$ cat config.mk
export PLATFORM = sky130hd
export DESIGN_NAME = scr_sysctl
export DESIGN_NICKNAME = d
export VERILOG_FILES = /design/src/design/scr_glitch_filter.v /design/src/design/scr_sysctl.v
export VERILOG_INCLUDE_DIRS = /design/src /design/src/design
export SDC_FILE = /design/constraint.sdc
export NUM_CORES = 1
export LEC_CHECK = 0
export BUFFER_PORTS_ARGS = -buffer_cell sky130_fd_sc_hd__buf_4
export CAP_MARGIN = 20
export CORE_MARGIN = 2
export CORE_UTILIZATION = 45
export DETAILED_ROUTE_END_ITERATION = 16
export HOLD_SLACK_MARGIN = 0.1
export PLACE_DENSITY = 0.73
export REMOVE_ABC_BUFFERS = 1
export SLEW_MARGIN = 40
export SYNTH_ARGS = -nofsm -noshare
export SYNTH_HDL_FRONTEND = slang
export SYNTH_SLANG_ARGS = --single-unit
$ cat constraint.sdc
create_clock -name clk_i -period 2.52 [get_ports clk_i]
set_input_delay 0.126 -clock clk_i [delete_from_list [all_inputs] [get_ports clk_i]]
set_output_delay 0.126 -clock clk_i [all_outputs]
set_load 0.05 [all_outputs]
$ cat src/design/scr_consts.vh
// Constants for the system clock, reset and power control block
`ifndef SCR_CONSTS_VH
`define SCR_CONSTS_VH

`define SCR_CLK_PERIOD_NS   10
`define SCR_PLL_SETTLE_NS   100000
`define SCR_WAKE_CYCLES     4096
`define SCR_RST_FILTER_CYC  4
`define SCR_NUM_PERIPH      16
`define SCR_NUM_EINT_PINS   9
`define SCR_NUM_EINT        4
`define SCR_MUL_W           5
`define SCR_CNT_W           16

`define SCR_DIV_BY2         2'h0
`define SCR_DIV_BY4         2'h1
`define SCR_DIV_BY8         2'h2
`define SCR_DIV_BY16        2'h3

`define SCR_APB_QUARTER     2'h0
`define SCR_APB_FULL        2'h1
`define SCR_APB_HALF        2'h2

`define SCR_RESET_VECTOR    32'h0000_0000
`define SCR_PCONP_RESET     16'hFFFF

`endif

$ cat src/design/scr_glitch_filter.v
// Glitch filter for the synchronised external reset level
`timescale 1ns/1ps
`default_nettype none
module scr_glitch_filter #(
    parameter integer FILTER_CYCLES = 4
) (
    input  wire clk_i,
    input  wire reset_n_i,
    input  wire level_i,
    output reg  level_o
);
    reg [7:0] cnt_r;

    // Output follows input only after it stays different for FILTER_CYCLES clocks
    always @(posedge clk_i or negedge reset_n_i) begin
        if (!reset_n_i) begin
            cnt_r   <= 8'h00;
            level_o <= 1'b0;
        end else if (level_i == level_o) begin
            cnt_r <= 8'h00;
        end else if (cnt_r == FILTER_CYCLES[7:0] - 8'h01) begin
            cnt_r   <= 8'h00;
            level_o <= level_i;
        end else begin
            cnt_r <= cnt_r + 8'h01;
        end
    end
endmodule // scr_glitch_filter
`default_nettype wire

$ cat src/design/scr_sysctl.v
// System clock, reset, power mode and external interrupt control
`timescale 1ns/1ps
`default_nettype none
`include "scr_consts.vh"
module scr_sysctl #(
    parameter integer PLL_SETTLE_CYCLES = `SCR_PLL_SETTLE_NS / `SCR_CLK_PERIOD_NS,
    parameter integer WAKE_CYCLES       = `SCR_WAKE_CYCLES,
    parameter integer NUM_PERIPH        = `SCR_NUM_PERIPH,
    parameter integer NUM_EINT_PINS     = `SCR_NUM_EINT_PINS,
    parameter integer NUM_EINT          = `SCR_NUM_EINT
) (
    input  wire                         clk_i,
    input  wire                         reset_n_i,
    input  wire                         ext_reset_n_i,
    input  wire                         wdt_reset_req_i,
    input  wire                         osc_running_i,
    input  wire                         flash_init_done_i,
    input  wire                         pll_enable_i,
    input  wire                         pll_connect_i,
    input  wire [`SCR_MUL_W-1:0]        pll_mul_i,
    input  wire [1:0]                   pll_div_i,
    input  wire [1:0]                   apb_div_i,
    input  wire [NUM_PERIPH-1:0]        periph_power_i,
    input  wire                         vec_sram_i,
    input  wire                         idle_req_i,
    input  wire                         pdown_req_i,
    input  wire                         irq_i,
    input  wire [NUM_EINT_PINS-1:0]     eint_pin_i,
    input  wire [NUM_EINT_PINS-1:0]     eint_pin_en_i,
    input  wire [2*NUM_EINT_PINS-1:0]   eint_route_i,
    input  wire [NUM_EINT-1:0]          eint_level_mode_i,
    input  wire [NUM_EINT-1:0]          eint_wake_en_i,
    input  wire [NUM_EINT-1:0]          eint_clr_i,
    output reg                          core_reset_n_o,
    output reg  [31:0]                  reset_vector_o,
    output reg                          cpu_clk_en_o,
    output reg                          pclk_en_o,
    output reg  [NUM_PERIPH-1:0]        periph_clk_en_o,
    output reg  [NUM_PERIPH-1:0]        periph_power_o,
    output reg                          osc_enable_o,
    output reg                          pin_hold_o,
    output reg                          pll_enable_o,
    output reg                          pll_locked_o,
    output reg                          pll_connected_o,
    output reg  [`SCR_MUL_W-1:0]        pll_mul_o,
    output reg  [1:0]                   pll_div_o,
    output reg                          vec_sram_o,
    output reg                          idle_o,
    output reg                          pdown_o,
    output reg  [NUM_EINT-1:0]          eint_req_o
);
    localparam [4:0] S_RST  = 5'h01;
    localparam [4:0] S_RUN  = 5'h02;
    localparam [4:0] S_IDLE = 5'h04;
    localparam [4:0] S_PD   = 5'h08;
    localparam [4:0] S_WAKE = 5'h10;

    localparam integer          SETTLE_LAST_I = PLL_SETTLE_CYCLES - 1;
    localparam integer          WAKE_LAST_I   = WAKE_CYCLES - 1;
    localparam [`SCR_CNT_W-1:0] SETTLE_LAST   = SETTLE_LAST_I[`SCR_CNT_W-1:0];
    localparam [`SCR_CNT_W-1:0] WAKE_LAST     = WAKE_LAST_I[`SCR_CNT_W-1:0];

    // Terminal count of the peripheral clock divider
    function [1:0] apb_last;
        input [1:0] sel;
        begin
            case (sel)
                `SCR_APB_FULL: apb_last = 2'h0;
                `SCR_APB_HALF: apb_last = 2'h1;
                default:       apb_last = 2'h3;
            endcase
        end
    endfunction

    // Pin synchronisers
    reg                     ext_rst_m_r;
    reg                     ext_rst_s_r;
    reg                     osc_m_r;
    reg                     osc_s_r;
    reg [NUM_EINT_PINS-1:0] eint_m_r;
    reg [NUM_EINT_PINS-1:0] eint_s_r;

    always @(posedge clk_i or negedge reset_n_i) begin
        if (!reset_n_i) begin
            ext_rst_m_r <= 1'b0;
            ext_rst_s_r <= 1'b0;
            osc_m_r     <= 1'b0;
            osc_s_r     <= 1'b0;
            eint_m_r    <= {NUM_EINT_PINS{1'b0}};
            eint_s_r    <= {NUM_EINT_PINS{1'b0}};
        end else begin
            ext_rst_m_r <= ext_reset_n_i;
            ext_rst_s_r <= ext_rst_m_r;
            osc_m_r     <= osc_running_i;
            osc_s_r     <= osc_m_r;
            eint_m_r    <= eint_pin_i;
            eint_s_r    <= eint_m_r;
        end
    end

    wire ext_rst_n_f;

    scr_glitch_filter #(
        .FILTER_CYCLES (`SCR_RST_FILTER_CYC)
    ) u_rst_filter (
        .clk_i     (clk_i),
        .reset_n_i (reset_n_i),
        .level_i   (ext_rst_s_r),
        .level_o   (ext_rst_n_f)
    );

    wire chip_rst_evt = ~ext_rst_n_f | wdt_reset_req_i;

    // External interrupt combining
    wire [NUM_EINT-1:0] eint_hit;
    reg  [NUM_EINT-1:0] eint_hit_q_r;
    reg  [NUM_EINT-1:0] eint_flag_r;
    wire [NUM_EINT-1:0] eint_req = (eint_level_mode_i & eint_hit) |
                                   (~eint_level_mode_i & eint_flag_r);

    genvar gk, gp;
    generate
        for (gk = 0; gk < NUM_EINT; gk = gk + 1) begin : g_eint
            wire [NUM_EINT_PINS-1:0] routed;
            for (gp = 0; gp < NUM_EINT_PINS; gp = gp + 1) begin : g_pin
                assign routed[gp] = eint_pin_en_i[gp] & eint_s_r[gp] &
                                    (eint_route_i[2*gp+1:2*gp] == gk);
            end
            assign eint_hit[gk] = |routed;
        end
    endgenerate

    // Power and reset sequencer
    reg [4:0]            state_r;
    reg [4:0]            state_nxt;
    reg [`SCR_CNT_W-1:0] wcnt_r;
    wire                 wake_done = osc_s_r && (wcnt_r == WAKE_LAST);
    wire                 pd_wake   = |(eint_hit & eint_wake_en_i);
    wire                 any_irq   = irq_i | (|eint_req);

    always @* begin
        state_nxt = state_r;
        if (chip_rst_evt) begin
            state_nxt = S_RST;
        end else begin
            case (state_r)
                S_RST: begin
                    if (wake_done && flash_init_done_i)
                        state_nxt = S_RUN;
                end
                S_RUN: begin
                    if (pdown_req_i)
                        state_nxt = S_PD;
                    else if (idle_req_i)
                        state_nxt = S_IDLE;
                end
                S_IDLE: begin
                    if (any_irq)
                        state_nxt = S_RUN;
                end
                S_PD: begin
                    if (pd_wake)
                        state_nxt = S_WAKE;
                end
                S_WAKE: begin
                    if (wake_done)
                        state_nxt = S_RUN;
                end
                default: state_nxt = S_RST;
            endcase
        end
    end

    always @(posedge clk_i or negedge reset_n_i) begin
        if (!reset_n_i) begin
            state_r <= S_RST;
            wcnt_r  <= {`SCR_CNT_W{1'b0}};
        end else begin
            state_r <= state_nxt;
            // Timer restarts on every reset event and every power-down exit
            if (chip_rst_evt || !osc_s_r || state_nxt == S_PD || state_r == S_PD)
                wcnt_r <= {`SCR_CNT_W{1'b0}};
            else if ((state_r == S_RST || state_r == S_WAKE) && wcnt_r != WAKE_LAST)
                wcnt_r <= wcnt_r + 1'b1;
        end
    end

    wire in_reset = chip_rst_evt || state_r == S_RST;
    wire asleep   = state_r == S_PD || state_r == S_WAKE;

    // Software controls, forced to defaults while the chip is in reset
    reg                  pll_en_r;
    reg [`SCR_MUL_W-1:0] mul_r;
    reg [1:0]            div_r;
    reg [1:0]            apbdiv_r;
    reg [NUM_PERIPH-1:0] pconp_r;
    reg                  vec_sram_r;

    always @(posedge clk_i or negedge reset_n_i) begin
        if (!reset_n_i) begin
            pll_en_r   <= 1'b0;
            mul_r      <= {`SCR_MUL_W{1'b0}};
            div_r      <= `SCR_DIV_BY2;
            apbdiv_r   <= `SCR_APB_QUARTER;
            pconp_r    <= `SCR_PCONP_RESET;
            vec_sram_r <= 1'b0;
        end else if (in_reset) begin
            pll_en_r   <= 1'b0;
            mul_r      <= {`SCR_MUL_W{1'b0}};
            div_r      <= `SCR_DIV_BY2;
            apbdiv_r   <= `SCR_APB_QUARTER;
            pconp_r    <= `SCR_PCONP_RESET;
            vec_sram_r <= 1'b0;
        end else begin
            pll_en_r   <= pll_enable_i;
            mul_r      <= pll_mul_i;
            div_r      <= pll_div_i;
            if (apb_div_i != 2'h3)
                apbdiv_r <= apb_div_i;
            pconp_r    <= periph_power_i;
            vec_sram_r <= vec_sram_i;
        end
    end

    // Loop runs when enabled, also in idle, but never while asleep
    wire                 pll_run = pll_en_r && !asleep;
    reg  [`SCR_CNT_W-1:0] lcnt_r;
    reg                  locked_r;
    wire                 cfg_chg = (pll_mul_i != mul_r) || (pll_div_i != div_r);

    always @(posedge clk_i or negedge reset_n_i) begin
        if (!reset_n_i) begin
            lcnt_r   <= {`SCR_CNT_W{1'b0}};
            locked_r <= 1'b0;
        end else if (!pll_run || in_reset || cfg_chg) begin
            lcnt_r   <= {`SCR_CNT_W{1'b0}};
            locked_r <= 1'b0;
        end else if (!locked_r) begin
            if (lcnt_r == SETTLE_LAST)
                locked_r <= 1'b1;
            else
                lcnt_r <= lcnt_r + 1'b1;
        end
    end

    // Clock source switch: one gated cycle before the select changes
    reg  sel_pll_r;
    reg  gap_r;
    wire want_pll = pll_connect_i && pll_run && locked_r && !in_reset;

    always @(posedge clk_i or negedge reset_n_i) begin
        if (!reset_n_i) begin
            sel_pll_r <= 1'b0;
            gap_r     <= 1'b0;
        end else if (in_reset) begin
            sel_pll_r <= 1'b0;
            gap_r     <= 1'b0;
        end else if (gap_r) begin
            sel_pll_r <= want_pll;
            gap_r     <= 1'b0;
        end else if (want_pll != sel_pll_r) begin
            gap_r <= 1'b1;
        end
    end

    // Peripheral clock divider counts processor clock cycles
    reg  [1:0] pcnt_r;
    wire       clk_live = (state_r == S_RUN || state_r == S_IDLE) && !gap_r && !in_reset;
    wire       ptick    = clk_live && (pcnt_r == apb_last(apbdiv_r));

    always @(posedge clk_i or negedge reset_n_i) begin
        if (!reset_n_i)
            pcnt_r <= 2'h0;
        else if (!clk_live || ptick)
            pcnt_r <= 2'h0;
        else
            pcnt_r <= pcnt_r + 2'h1;
    end

    // Edge-mode interrupt flags; a new edge wins over a clear
    always @(posedge clk_i or negedge reset_n_i) begin
        if (!reset_n_i) begin
            eint_hit_q_r <= {NUM_EINT{1'b0}};
            eint_flag_r  <= {NUM_EINT{1'b0}};
        end else if (in_reset) begin
            eint_hit_q_r <= eint_hit;
            eint_flag_r  <= {NUM_EINT{1'b0}};
        end else begin
            eint_hit_q_r <= eint_hit;
            eint_flag_r  <= (eint_flag_r & ~eint_clr_i) | (eint_hit & ~eint_hit_q_r);
        end
    end

    // Registered outputs
    always @(posedge clk_i or negedge reset_n_i) begin
        if (!reset_n_i) begin
            core_reset_n_o  <= 1'b0;
            reset_vector_o  <= `SCR_RESET_VECTOR;
            cpu_clk_en_o    <= 1'b0;
            pclk_en_o       <= 1'b0;
            periph_clk_en_o <= {NUM_PERIPH{1'b0}};
            periph_power_o  <= {NUM_PERIPH{1'b0}};
            osc_enable_o    <= 1'b1;
            pin_hold_o      <= 1'b0;
            pll_enable_o    <= 1'b0;
            pll_locked_o    <= 1'b0;
            pll_connected_o <= 1'b0;
            pll_mul_o       <= {`SCR_MUL_W{1'b0}};
            pll_div_o       <= `SCR_DIV_BY2;
            vec_sram_o      <= 1'b0;
            idle_o          <= 1'b0;
            pdown_o         <= 1'b0;
            eint_req_o      <= {NUM_EINT{1'b0}};
        end else begin
            core_reset_n_o  <= (state_nxt != S_RST);
            reset_vector_o  <= `SCR_RESET_VECTOR;
            cpu_clk_en_o    <= (state_r == S_RUN) && !gap_r && !in_reset;
            pclk_en_o       <= ptick;
            periph_clk_en_o <= {NUM_PERIPH{ptick}} & pconp_r;
            periph_power_o  <= pconp_r;
            osc_enable_o    <= (state_nxt != S_PD);
            pin_hold_o      <= (state_nxt == S_PD);
            pll_enable_o    <= pll_run;
            pll_locked_o    <= locked_r;
            pll_connected_o <= sel_pll_r;
            pll_mul_o       <= mul_r;
            pll_div_o       <= div_r;
            vec_sram_o      <= vec_sram_r;
            idle_o          <= (state_r == S_IDLE);
            pdown_o         <= (state_r == S_PD);
            eint_req_o      <= eint_req;
        end
    end
endmodule // scr_sysctl
`default_nettype wire

==> impl_results.md, run 1 <==
- Status: completed
- Core area: ~0.015 sq mm
- Design Area, Final: approximately 0.0090 sq mm
- Mapped Area: between 0.006 and 0.007 sq mm
- Remaining Overflow, GRT: 0
- FF-to-FF path depth: 5
- Power Dens Cells: approximately 640 mW/mm^2
- Die Width: 126.1 um
- Max Cap Violations: 0
- Async set-or-reset flop fraction in the synthesized netlist: 1.000
- Max-slew headroom: 0.6142
- Filler instances: about 1200
- GR Util met2: 0.3412
- WL final: around 15000 um
- Hold Crit Endpoint: state_r[2]
- Clock sinks: approximately 160
- Critical path arrival: roughly 2700 ps
- Dpl cell area: slightly below 0.008 sq mm
- Flip-flop and latch area: ~0.0041 sq mm
- Worst slew pin tran: 578.7 ps
- Setup slack, reg-to-reg: 180 ps
- CTS tree: yes
- Busiest layer in global routing: met2
- Critical hold path startpoint: idle_req_i
- Top achievable clock speed: ~430 MHz
- Critical Path Start Type: register
- RSZ-0062 raised after global routing: false
- Detailed Routing Iterations Pass 1: 4
- Pre-CTS WS: roughly 230 ps
- Vias per inst: around 5.1
- Post-route ant nets: 0
- Max Root-Sink Buffers: 2
- Port Buf Inserts: ~140
- IO Count: around 170
- Clock skew: roughly 12 ps
- Netlist cell types: slightly above 60
- Setup TNS: 0 ps
- All-layer global routing usage: 0.1987
- GRT met1 Usage: 0.2438
- Area share of the largest cell type after synthesis: 0.5372
- Die Height: 126.1 um
- Sequential fraction of the synthesis area: 0.6077
- Max IR drop VDD: around 0.00043 V
- Hold path cells: 4
- Top cells by area, synth: dfrtp_1 (54%), dfstp_2 (7.1%), xor2_1 (5.0%)
- Routability-driven placement congestion ratio: between 0.8 and 0.9
- Final core occ: 0.6183
- Yosys Warn Count: 0
- Final setup viols: 0
- Worst skew pair latency: between 400 and 500 ps
- Pleak: around 4.2 nW
- Post-DR wirelength/cell: between 15 and 20 um
- R2r endpoint: wcnt_r[6]
- CP endpoint kind: register
- Layout cells sized above 1: 0.2705
- Max FO, Critical Path: 8
- Worst path required time: roughly 2900 ps
- #FFs+latches synth: approximately 160
- Vias in the first global route: slightly above 5000
- CTS root buf: clkbuf_16
- Setup ws final: 180.5 ps
- Max-slew violations: 0
- CTS clock-pin slew for the worst setup and hold paths: approximately 70 ps
- Worst hold path class: primary input to register
- Largest net degree at the start of global routing: 67
- Worst r2r src: state_r[2]
- First-pass GRT wire length: 25140 um
- EDFF count, synth: 0
- Final net count: roughly 900
- Initial antenna violation count: 1
- P&R area growth vs syn: 33.97%
- Final period util: 0.9284
- Row count: 44
- Prevailing post-synth register cell: dfrtp_1
- Type of the worst setup path: register to register
- CTS Buf Count: 17
- CTS H-tree lvls: 4
- Fin crit period: 2340 ps
- Initial core utilization: 0.4615
- Postcts setup bufs: 0
- Area leader, netlist: dfrtp_1
- Dpl hpwl: 10710 um
- Cells after Synth: 586
- Total number of vias: around 5000
- Pwr Total: between 5 and 6 mW
- Die area: 0.01590 sq mm
- Met3 Use GR: 0.04843
- Drt drc: 0
- Avg Cell Area, Syn: 11.45 sq um
- Multi-input gate area: 0.002369 sq mm
- Iteration-0 DRC Markers: between 300 and 400
- Final Hold Vio Count: 0
[sequential cells by signal, indices dropped and copies added, names as in the netlist, 4 cells and up]
register            count
state_r                 5
eint_s_r                9
lcnt_r                 16
periph_clk_en_o        16
periph_power_o         16
eint_hit_q_r            4
u_rst_filter.cnt_r      8
wcnt_r                 16
eint_m_r                9
eint_flag_r             4
mul_r                   5
pll_mul_o               5
eint_req_o              4
pconp_r                16
[layer usage]
metal | vias to the layer above | wire length [um]
li1 | 2355 | -
met1 | 2479 | 6226
met2 | 168 | 8077
met3 | 21 | 768
met4 | 0 | 252
met5 | - | 0
[worst max-delay path: stages, from the launching register on]
cell	delay, ps
dfrtp_1	460
or3_4	430
or2_4	250
or4_1	560
or3_1	370
a21oi_1	180
[logic make-up (layout without fill, tap and decap cells)]
family                     after synthesis  count (layout)  synth area share
muxes                                    2               2          0.003171
DFF                                    162             162            0.6077
AOI/OAI and AO/OA                       65              65           0.06678
and+or+nand+nor                        237             237            0.1942
other                                    1              33         0.0005591
buffers and inverters                   67             256           0.05745
xor gates and xnor gates                48              48           0.06267
adders and majority gates                4               4          0.007462
[how the worst max path moves through the flow]
| stage | start | to | slack [ps] | cells past startpoint |
|---|---|---|---|---|
| after floorplan | state_r[4] | lcnt_r[6] | -710 | 6 |
| after global placement | state_r[3] | wcnt_r[8] | 310 | 5 |
| after detailed placement | state_r[3] | wcnt_r[6] | 230 | 5 |
| after CTS | state_r[3] | wcnt_r[6] | 210 | 5 |
| after global routing | eint_s_r[7] | osc_enable_o | 10 | 7 |
| final | state_r[2] | wcnt_r[6] | 180 | 5 |
[power by group]
| part | internal, mW | switching, mW | total, mW |
|---|---|---|---|
| Sequential | 2.66 | 0.0443 | 2.71 |
| Combinational | 0.231 | 0.346 | 0.577 |
| Clock | 1.39 | 1.11 | 2.50 |
| Total | 4.28 | 1.50 | 5.78 |
[repair_timing]
| item | 4_1_cts | 5_1_grt |
|---|---|---|
| resized for setup | 0 | 0 |
| hold buffers | 51 | 0 |
| hold endpoints to repair | 112 | 0 |
[final cells by class]
type / count / share of cell area
clock buffer: 17 / 0.04734
sequential: 162 / 0.4536
clock inverter: 15 / 0.01615
timing repair buffer: 204 / 0.1850
tap: 184 / 0.02562
antenna: 1 / 0.0002785
multi-input combinational: 388 / 0.2636
inverter: 20 / 0.008354
[cells in the final DEF, fill, tap and decap left out, drive strengths merged, types with 17 or more instances in the layout]
cell type / instances
buf: 153
dfrtp: 144
nor2: 58
dlygate4sd3: 51
xor2: 38
conb: 32
inv: 29
and2: 28
nand2: 26
nand3: 23
nand2b: 20
dfstp: 18
a21oi: 17
nand4: 17
clkbuf: 17
[cell usage after synthesis, drive strengths merged, types with 7 or more instances]
cell and instances:
inv 20, and3 11, nor2 58, nor3 12, clkbuf 9, nand2 26, o21ai 9, xor2 38
and2 28, nor4 7, nand4 17, buf 38, a21oi 17, nand3 23, xnor2 10, nand2b 20
nand3b 8, dfrtp 144, dfstp 18
[metrics by stage]
| step | hold slack, ps | instances |
|---|---|---|
| after global placement | 140.3 | 907 |
| after floorplan | -169.6 | 570 |
| after CTS | 108.8 | 990 |
| final | 150.6 | 991 |
| after detailed placement | 148.0 | 907 |
| after global routing | 142.0 | 991 |
(Power assumes the default switching activity.)
==> inputs of run 2 (changes only) <==
--- a/config.mk
+++ b/config.mk
@@ -8,2 +8,3 @@
 export LEC_CHECK = 0
+export ABC_AREA = 1
 export BUFFER_PORTS_ARGS = -buffer_cell sky130_fd_sc_hd__buf_4
--- a/constraint.sdc
+++ b/constraint.sdc
@@ -3,2 +3,2 @@
 set_output_delay 0.126 -clock clk_i [all_outputs]
-set_load 0.05 [all_outputs]
+set_load 0.005 [all_outputs]
==> impl_results.md, run 2 <==
- Status: completed
- Vias in the first global route: 5152 (+0.45%)
- IO Count: 171 (unchanged)
- Critical Path Start Type: register
- Multiplexer area fraction after synthesis: 0.001436 (-0.001735)
- Iteration-0 DRC Markers: 184 (-50%)
- Placed Cells: 1059 (+17%)
- Avg Cell Area, Syn: 9.471 sq um (-17%)
- CTS tree: yes
- #FFs+latches synth: 162 (unchanged)
- R2r endpoint: osc_enable_o
- Layout cells sized above 1: 0.2565 (-0.01395)
- All-layer global routing usage: 0.1838 (-0.01488)
- Critical hold path startpoint: eint_pin_en_i[1]
- Initial antenna violation count: 0 (-1)
- Worst r2r src: eint_s_r[5]
- Sequential fraction of the synthesis area: 0.5848 (-0.02291)
- Postcts setup bufs: 0 (unchanged)
- RSZ-0062 raised after global routing: false
- CTS clock-pin slew for the worst setup and hold paths: 60 ps (about the same)
- Post-route ant nets: 0 (unchanged)
- Most frequent cells in the layout: dfrtp_1 (144), buf_4 (139), inv_1 (118), nor2_1 (105), nand2_1 (102)
- Vias per inst: 4.613 (-9.0%)
- Synth Area in Compound Gates: 0.03841 (-0.02837)
- Top cells by area, synth: dfrtp_1 (52%), dfstp_2 (6.8%), inv_1 (6.4%)
- Setup slack, reg-to-reg: 450 ps (+270 ps)
- Area share of the largest cell type after synthesis: 0.5170 (-0.02025)
- Top-count cell post-synth: dfrtp_1
- Detailed Routing Iterations Pass 1: 5 (+1)
- Synth Area in XOR/XNOR: 0.03393 (-0.02875)
- Post-DR wirelength/cell: 12.40 um (-20%)
- Max incr delay on CP: 550 ps (about the same)
- Largest family of logic cells by synthesized area: simple AND/OR/NAND/NOR gates
- Drt drc: 0 (unchanged)
- Yosys Warn Count: 0 (unchanged)
- Critical path's slowest cell: dlygate4sd3_1
- Cell mode on critical path: nand2_1
- Cells after Synth: 736 (+26%)
- Filler instances: 1225 (+6.0%)
- Initial core utilization: 0.4602 (-0.001296)
- Async set-or-reset flop fraction in the synthesized netlist: 1.000 (unchanged)
- Clock sinks: 162 (unchanged)
- Simple-Gate Fraction of Synth Area: 0.2281 (+0.03397)
- Setup TNS: 0 ps (unchanged)
- Fin crit period: 2072 ps (-267.1 ps)
- Hold path cells: 5 (+1)
- Worst slew pin tran: 659.0 ps (+80.29 ps)
- Top cells by count, synth: dfrtp_1 (144), inv_1 (118), nor2_1 (105), nand2_1 (102), nand3_1 (33)
- Hold Crit Endpoint: eint_hit_q_r[1]
- EDFF count, synth: 0 (unchanged)
- N_diodes: 0 (-1)
- Final std cells w/o fill: 1147 (+16%)
- FF-to-FF path depth: 11 (+6)
- Largest net degree at the start of global routing: 74 (+10%)
- Max-slew headroom: 0.5607 (-0.05353)
- Die Height: 128.5 um (+1.9%)
- Row count: 45 (+2.3%)
- Area leader, netlist: dfrtp_1
- Remaining Overflow, GRT: 0 (unchanged)
- Clock skew: 9.251 ps (-2.526 ps)
- Routability-driven placement congestion ratio: 0.8586 (-2.4%)
- Total number of vias: 5291 (+5.3%)
- Worst path required time: 2860 ps (about the same)
- Type of the worst setup path: register to register
- Worst hold path class: primary input to register
- Max FO, Critical Path: 4 (-4)
- Worst skew pair latency: 420 ps (about the same)
- Critical Path, Cell by Cell: nand2_1 > nor2_1 > a21oi_1 > nand3_2 > nand2_1 > nand2_1 > nor2_2 > nand2_1 > nand2_2 > nand2_4 > dlygate4sd3_1
- Top achievable clock speed: 482.5 MHz (+13%)
- Post-synthesis adder-cell area fraction: 0.007180 (-0.0002813)
- Power Dens Cells: 626.1 mW/mm^2 (-2.7%)
- WL final: 14220 um (-7.2%)
- Max Cap Violations: 0 (unchanged)
- Die Width: 128.5 um (+1.9%)
- Final setup viols: 0 (unchanged)
- Port Buf Inserts: 138 (unchanged)
- Die area: 0.01650 sq mm (+3.8%)
- CTS root buf: clkbuf_16
- Max Root-Sink Buffers: 2 (unchanged)
- Final period util: 0.8224 (-0.1060)
- Netlist cell types: 39 (-36%)
- Max-slew violations: 0 (unchanged)
- Final net count: 1035 (+17%)
- Pleak: 4.760 nW (+14%)
- Mapped Area: 0.006970 sq mm (+3.9%)
- Prevailing post-synth register cell: dfrtp_1
- First-pass GRT wire length: 23720 um (-5.7%)
- Core area: 0.01515 sq mm (+4.2%)
- Dpl hpwl: 9912 um (-7.5%)
- Critical path arrival: 2420 ps (-250 ps)
- CTS Buf Count: 17 (unchanged)
- CP Launch Point: eint_s_r[5]
- P&R area growth vs syn: 33.19%
- CTS H-tree lvls: 4 (unchanged)
- Final Hold Vio Count: 0 (unchanged)
- Commonest non-fill, non-tap cell in the layout: dfrtp_1
- Max IR drop VDD: 0.0005002 V (+16%)
- CP endpoint kind: register
run 2: metrics by stage:
step / instance area [sq um] / utilization / hold slack (ps) / setup WS (ps) / total power, mW
floorplan: 6809 / - / -169.6 / 898.6 / 2.950
global placement: 8119 / 0.5361 / 171.5 / 653.6 / 3.180
detailed placement: 8119 / 0.5361 / 178.2 / 607.5 / 3.191
CTS: 9284 / 0.6130 / 106.3 / 436.2 / 5.878
global route: 9284 / 0.6130 / 129.6 / 262.5 / 6.082
finish: 9284 / 0.6130 / 124.7 / 447.6 / 5.812
run 2: metal layers:
layer  up-vias  global-route usage  wire, um
met2       149              0.3048      6788
met3        22             0.04657       710
met5         -                   0         0
met4         0             0.06787       298
li1       2636                   -         -
met1      2484              0.2346      6421
run 2: cells by family (layout without fill, tap and decap cells):
family | after synthesis | after routing
other | 1 | 32
DFF | 162 | 162
muxes | 1 | 1
AOI/OAI and AO/OA | 50 | 50
adders and majority gates | 4 | 4
and+or+nand+nor | 332 | 332
xor gates and xnor gates | 27 | 27
buffers and inverters | 159 | 351
run 2: worst max-delay path: cells and delay by family, from the launching register on:
| family | cells | cell delay [ps] |
|---|---|---|
| buffers and inverters | 1 | 550 |
| DFF | 1 | 370 |
| and+or+nand+nor | 9 | 810 |
| AOI/OAI and AO/OA | 1 | 280 |
run 2: layout make-up:
cell class | instances | area [sq um] | area share
flip-flops and latches | 162 | 4076 | 0.4391
multi-input cells | 446 | 2275 | 0.2450
well taps | 188 | 235.2 | 0.02534
clock buffers | 24 | 491.7 | 0.05297
clock inverters | 8 | 112.6 | 0.01213
inverters | 122 | 457.9 | 0.04933
repair buffers | 197 | 1635 | 0.1761
run 2: power breakdown:
group          switching [mW]  leakage, nW  internal [mW]
clock                    1.02        0.290           1.58
sequential             0.0350         2.05           2.66
combinational           0.275         2.42          0.232
total                    1.33         4.76           4.48
run 2: worst max-delay path by stage:
stage / to / slack, ps
floorplan: lcnt_r[9] / 900
global placement: lcnt_r[9] / 650
detailed placement: lcnt_r[9] / 610
CTS: osc_enable_o / 440
global route: osc_enable_o / 260
finish: osc_enable_o / 450
run 2: timing repair:
item | 4_1_cts | 5_1_grt
hold endpoints to repair | 123 | 0
resized for setup | 0 | 0
hold buffers | 56 | 0
==> inputs of run 3 (changes only) <==
- clock period: 2.52 -> 2 ns (I/O delays scaled with it)
==> impl_results.md, run 3 (synthesis results as in run 2) <==
- CTS clock-pin slew for the worst setup and hold paths: 60 ps (about the same)
- Dpl hpwl: 10140 um (+2.3%)
- Row count: 45 (unchanged)
- Core area: 0.01515 sq mm (unchanged)
- Routability-driven placement congestion ratio: 0.8526 (-0.70%)
- Worst r2r src: state_r[2]
- Total number of vias: 5300 (+0.17%)
- Critical path arrival: 2130 ps (-290 ps)
- Pleak: 4.790 nW (+0.64%)
- Largest net degree at the start of global routing: 54 (-27%)
- Setup slack, reg-to-reg: 180 ps (-270 ps)
- Port Buf Inserts: 138 (unchanged)
- Design Area, Final: 0.009344 sq mm (+0.65%)
- Worst skew pair latency: 420 ps (about the same)
- Top achievable clock speed: 549.7 MHz (+14%)
- CTS tree: yes
- Reg power frac: 0.471 (+0.007)
- CTS root buf: clkbuf_16
- Drt drc: 0 (unchanged)
- Fin crit period: 1819 ps (-253.3 ps)
- CTS H-tree lvls: 4 (unchanged)
- Max Root-Sink Buffers: 2 (unchanged)
- Initial antenna violation count: 0 (unchanged)
- Max-slew violations: 0 (unchanged)
- Post-DR wirelength/cell: 12.50 um (+0.86%)
- Post-route ant nets: 0 (unchanged)
- Psw: 1.675 mW (+26%)
- RSZ-0062 raised after global routing: false
- Clock power share: 0.438 (-0.010)
- Critical Path Start Type: register
- Layout cells sized above 1: 0.2611 (+0.004623)
- IO Count: 171 (unchanged)
- All-layer global routing usage: 0.1846 (+0.0007627)
- Detailed Routing Iterations Pass 1: 6 (+1)
- Status: completed
- Initial core utilization: 0.4602 (unchanged)
- Commonest non-fill, non-tap cell in the layout: dfrtp_1
- Worst hold path class: primary input to register
- Die area: 0.01650 sq mm (unchanged)
- CP endpoint kind: register
- Vias per inst: 4.597 (-0.35%)
- Setup ws final: 180.9 ps (-266.7 ps)
- Max Cap Violations: 0 (unchanged)
- Most frequent cells in the layout: dfrtp_1 (144), buf_4 (142), inv_1 (118), nor2_1 (105), nand2_1 (101)
- Final period util: 0.9096 (+0.08716)
- Hold path cells: 5 (unchanged)
- Final net count: 1041 (+0.58%)
- R2r endpoint: lcnt_r[9]
- CP Launch Point: state_r[2]
- Critical hold path startpoint: eint_route_i[2]
- Clock skew: 8.280 ps (-0.9706 ps)
- Max FO, Critical Path: 12 (+8)
- Setup TNS: 0 ps (unchanged)
- N_diodes: 0 (unchanged)
- Worst path required time: 2310 ps (-550 ps)
- Remaining Overflow, GRT: 0 (unchanged)
- Power Dens Cells: 772.6 mW/mm^2 (+23%)
- P&R area growth vs syn: 34.05%
- Hold slack: 129.6 ps (+4.880 ps)
- Final setup viols: 0 (unchanged)
- Iteration-0 DRC Markers: 267 (+45%)
- Pre-CTS WS: 159.1 ps (-448.5 ps)
- Dpl cell area: 0.008162 sq mm (+0.52%)
- Pwr Total: 7.219 mW (+24%)
- CTS Buf Count: 17 (unchanged)
- FF-to-FF path depth: 10 (-1)
- Type of the worst setup path: register to register
- Die Width: 128.5 um (unchanged)
- Vias in the first global route: 5235 (+1.6%)
- Sw Ratio: 0.2320 (+0.002519)
- Die Height: 128.5 um (unchanged)
- Internal power: 5.544 mW (+24%)
- Final Hold Vio Count: 0 (unchanged)
- Clock sinks: 162 (unchanged)
- WL final: 14420 um (+1.4%)
- First-pass GRT wire length: 23900 um (+0.78%)
- Hold Crit Endpoint: eint_hit_q_r[1]
- Comb pwr share: 0.091 (+0.004)
- Max IR drop VDD: 0.0006722 V (+34%)
==> run 3: changes by cell type in the layout (fill, tap and decap cells not counted), sizes merged <==
cell         before  now
buf             141  145
clkbuf           24   21
clkinv            0    6
clkinvlp          2    1
dlygate4sd3      56   58
inv             126  124
==> run 3: cell type report <==
type,count,area [sq um]
clock buffer,21,450.4
inverter,122,457.9
fill,1258,5802
timing repair buffer,203,1698
tap,188,235.2
clock inverter,11,128.9
sequential,162,4076
multi-input combinational,446,2297
==> run 3: what timing repair did <==
action	4_1_cts	5_1_grt
setup endpoints to repair	0	21
hold buffers	58	0
setup buffers	0	0
resized for setup	0	4
hold endpoints to repair	203	0
==> run 3: through the flow <==
step	util	std cells
after floorplan	-	730
after global placement	0.5389	1063
after detailed placement	0.5389	1063
after CTS	0.6154	1153
after global routing	0.6169	1153
final	0.6169	1153
==> run 3: routing by layer <==
layer / share of wire / vias to the layer above / global-route usage
li1: - / 2650 / -
met1: 0.44 / 2488 / 0.2285
met2: 0.49 / 148 / 0.3085
met3: 0.062 / 14 / 0.05988
met4: 0.011 / 0 / 0.05882
met5: 0 / - / 0
==> run 3: power by group through the flow <==
| stage | registers (mW) | clock network (mW) | logic, mW |
|---|---|---|---|
| 2_1_floorplan | 3.45 | 0 | 0.267 |
| 3_3_place_gp | 3.45 | 0 | 0.557 |
| 3_5_place_dp | 3.46 | 0 | 0.565 |
| 4_1_cts | 3.40 | 3.24 | 0.660 |
| 5_1_grt | 3.40 | 3.41 | 0.744 |
| 6_report | 3.40 | 3.16 | 0.659 |
==> run 3: worst max-delay path by stage <==
stage	slack, ps	cells past startpoint	endpoint
after detailed placement	160	10	lcnt_r[10]
after global placement	240	14	wcnt_r[4]
final	180	10	lcnt_r[9]
after global routing	6	10	lcnt_r[9]
after CTS	160	10	lcnt_r[9]
after floorplan	380	9	lcnt_r[9]
==> run 3: worst max-delay path, stage by stage, from the launching register on <==
cell and delay, ps:
dfrtp_1 420, nor2_2 180, nand4_2 170, nand2_4 230, nor2_4 70, nand2_2 150
inv_2 120, o31ai_1 110, o21ai_0 140, nand2_1 80, inv_1 40
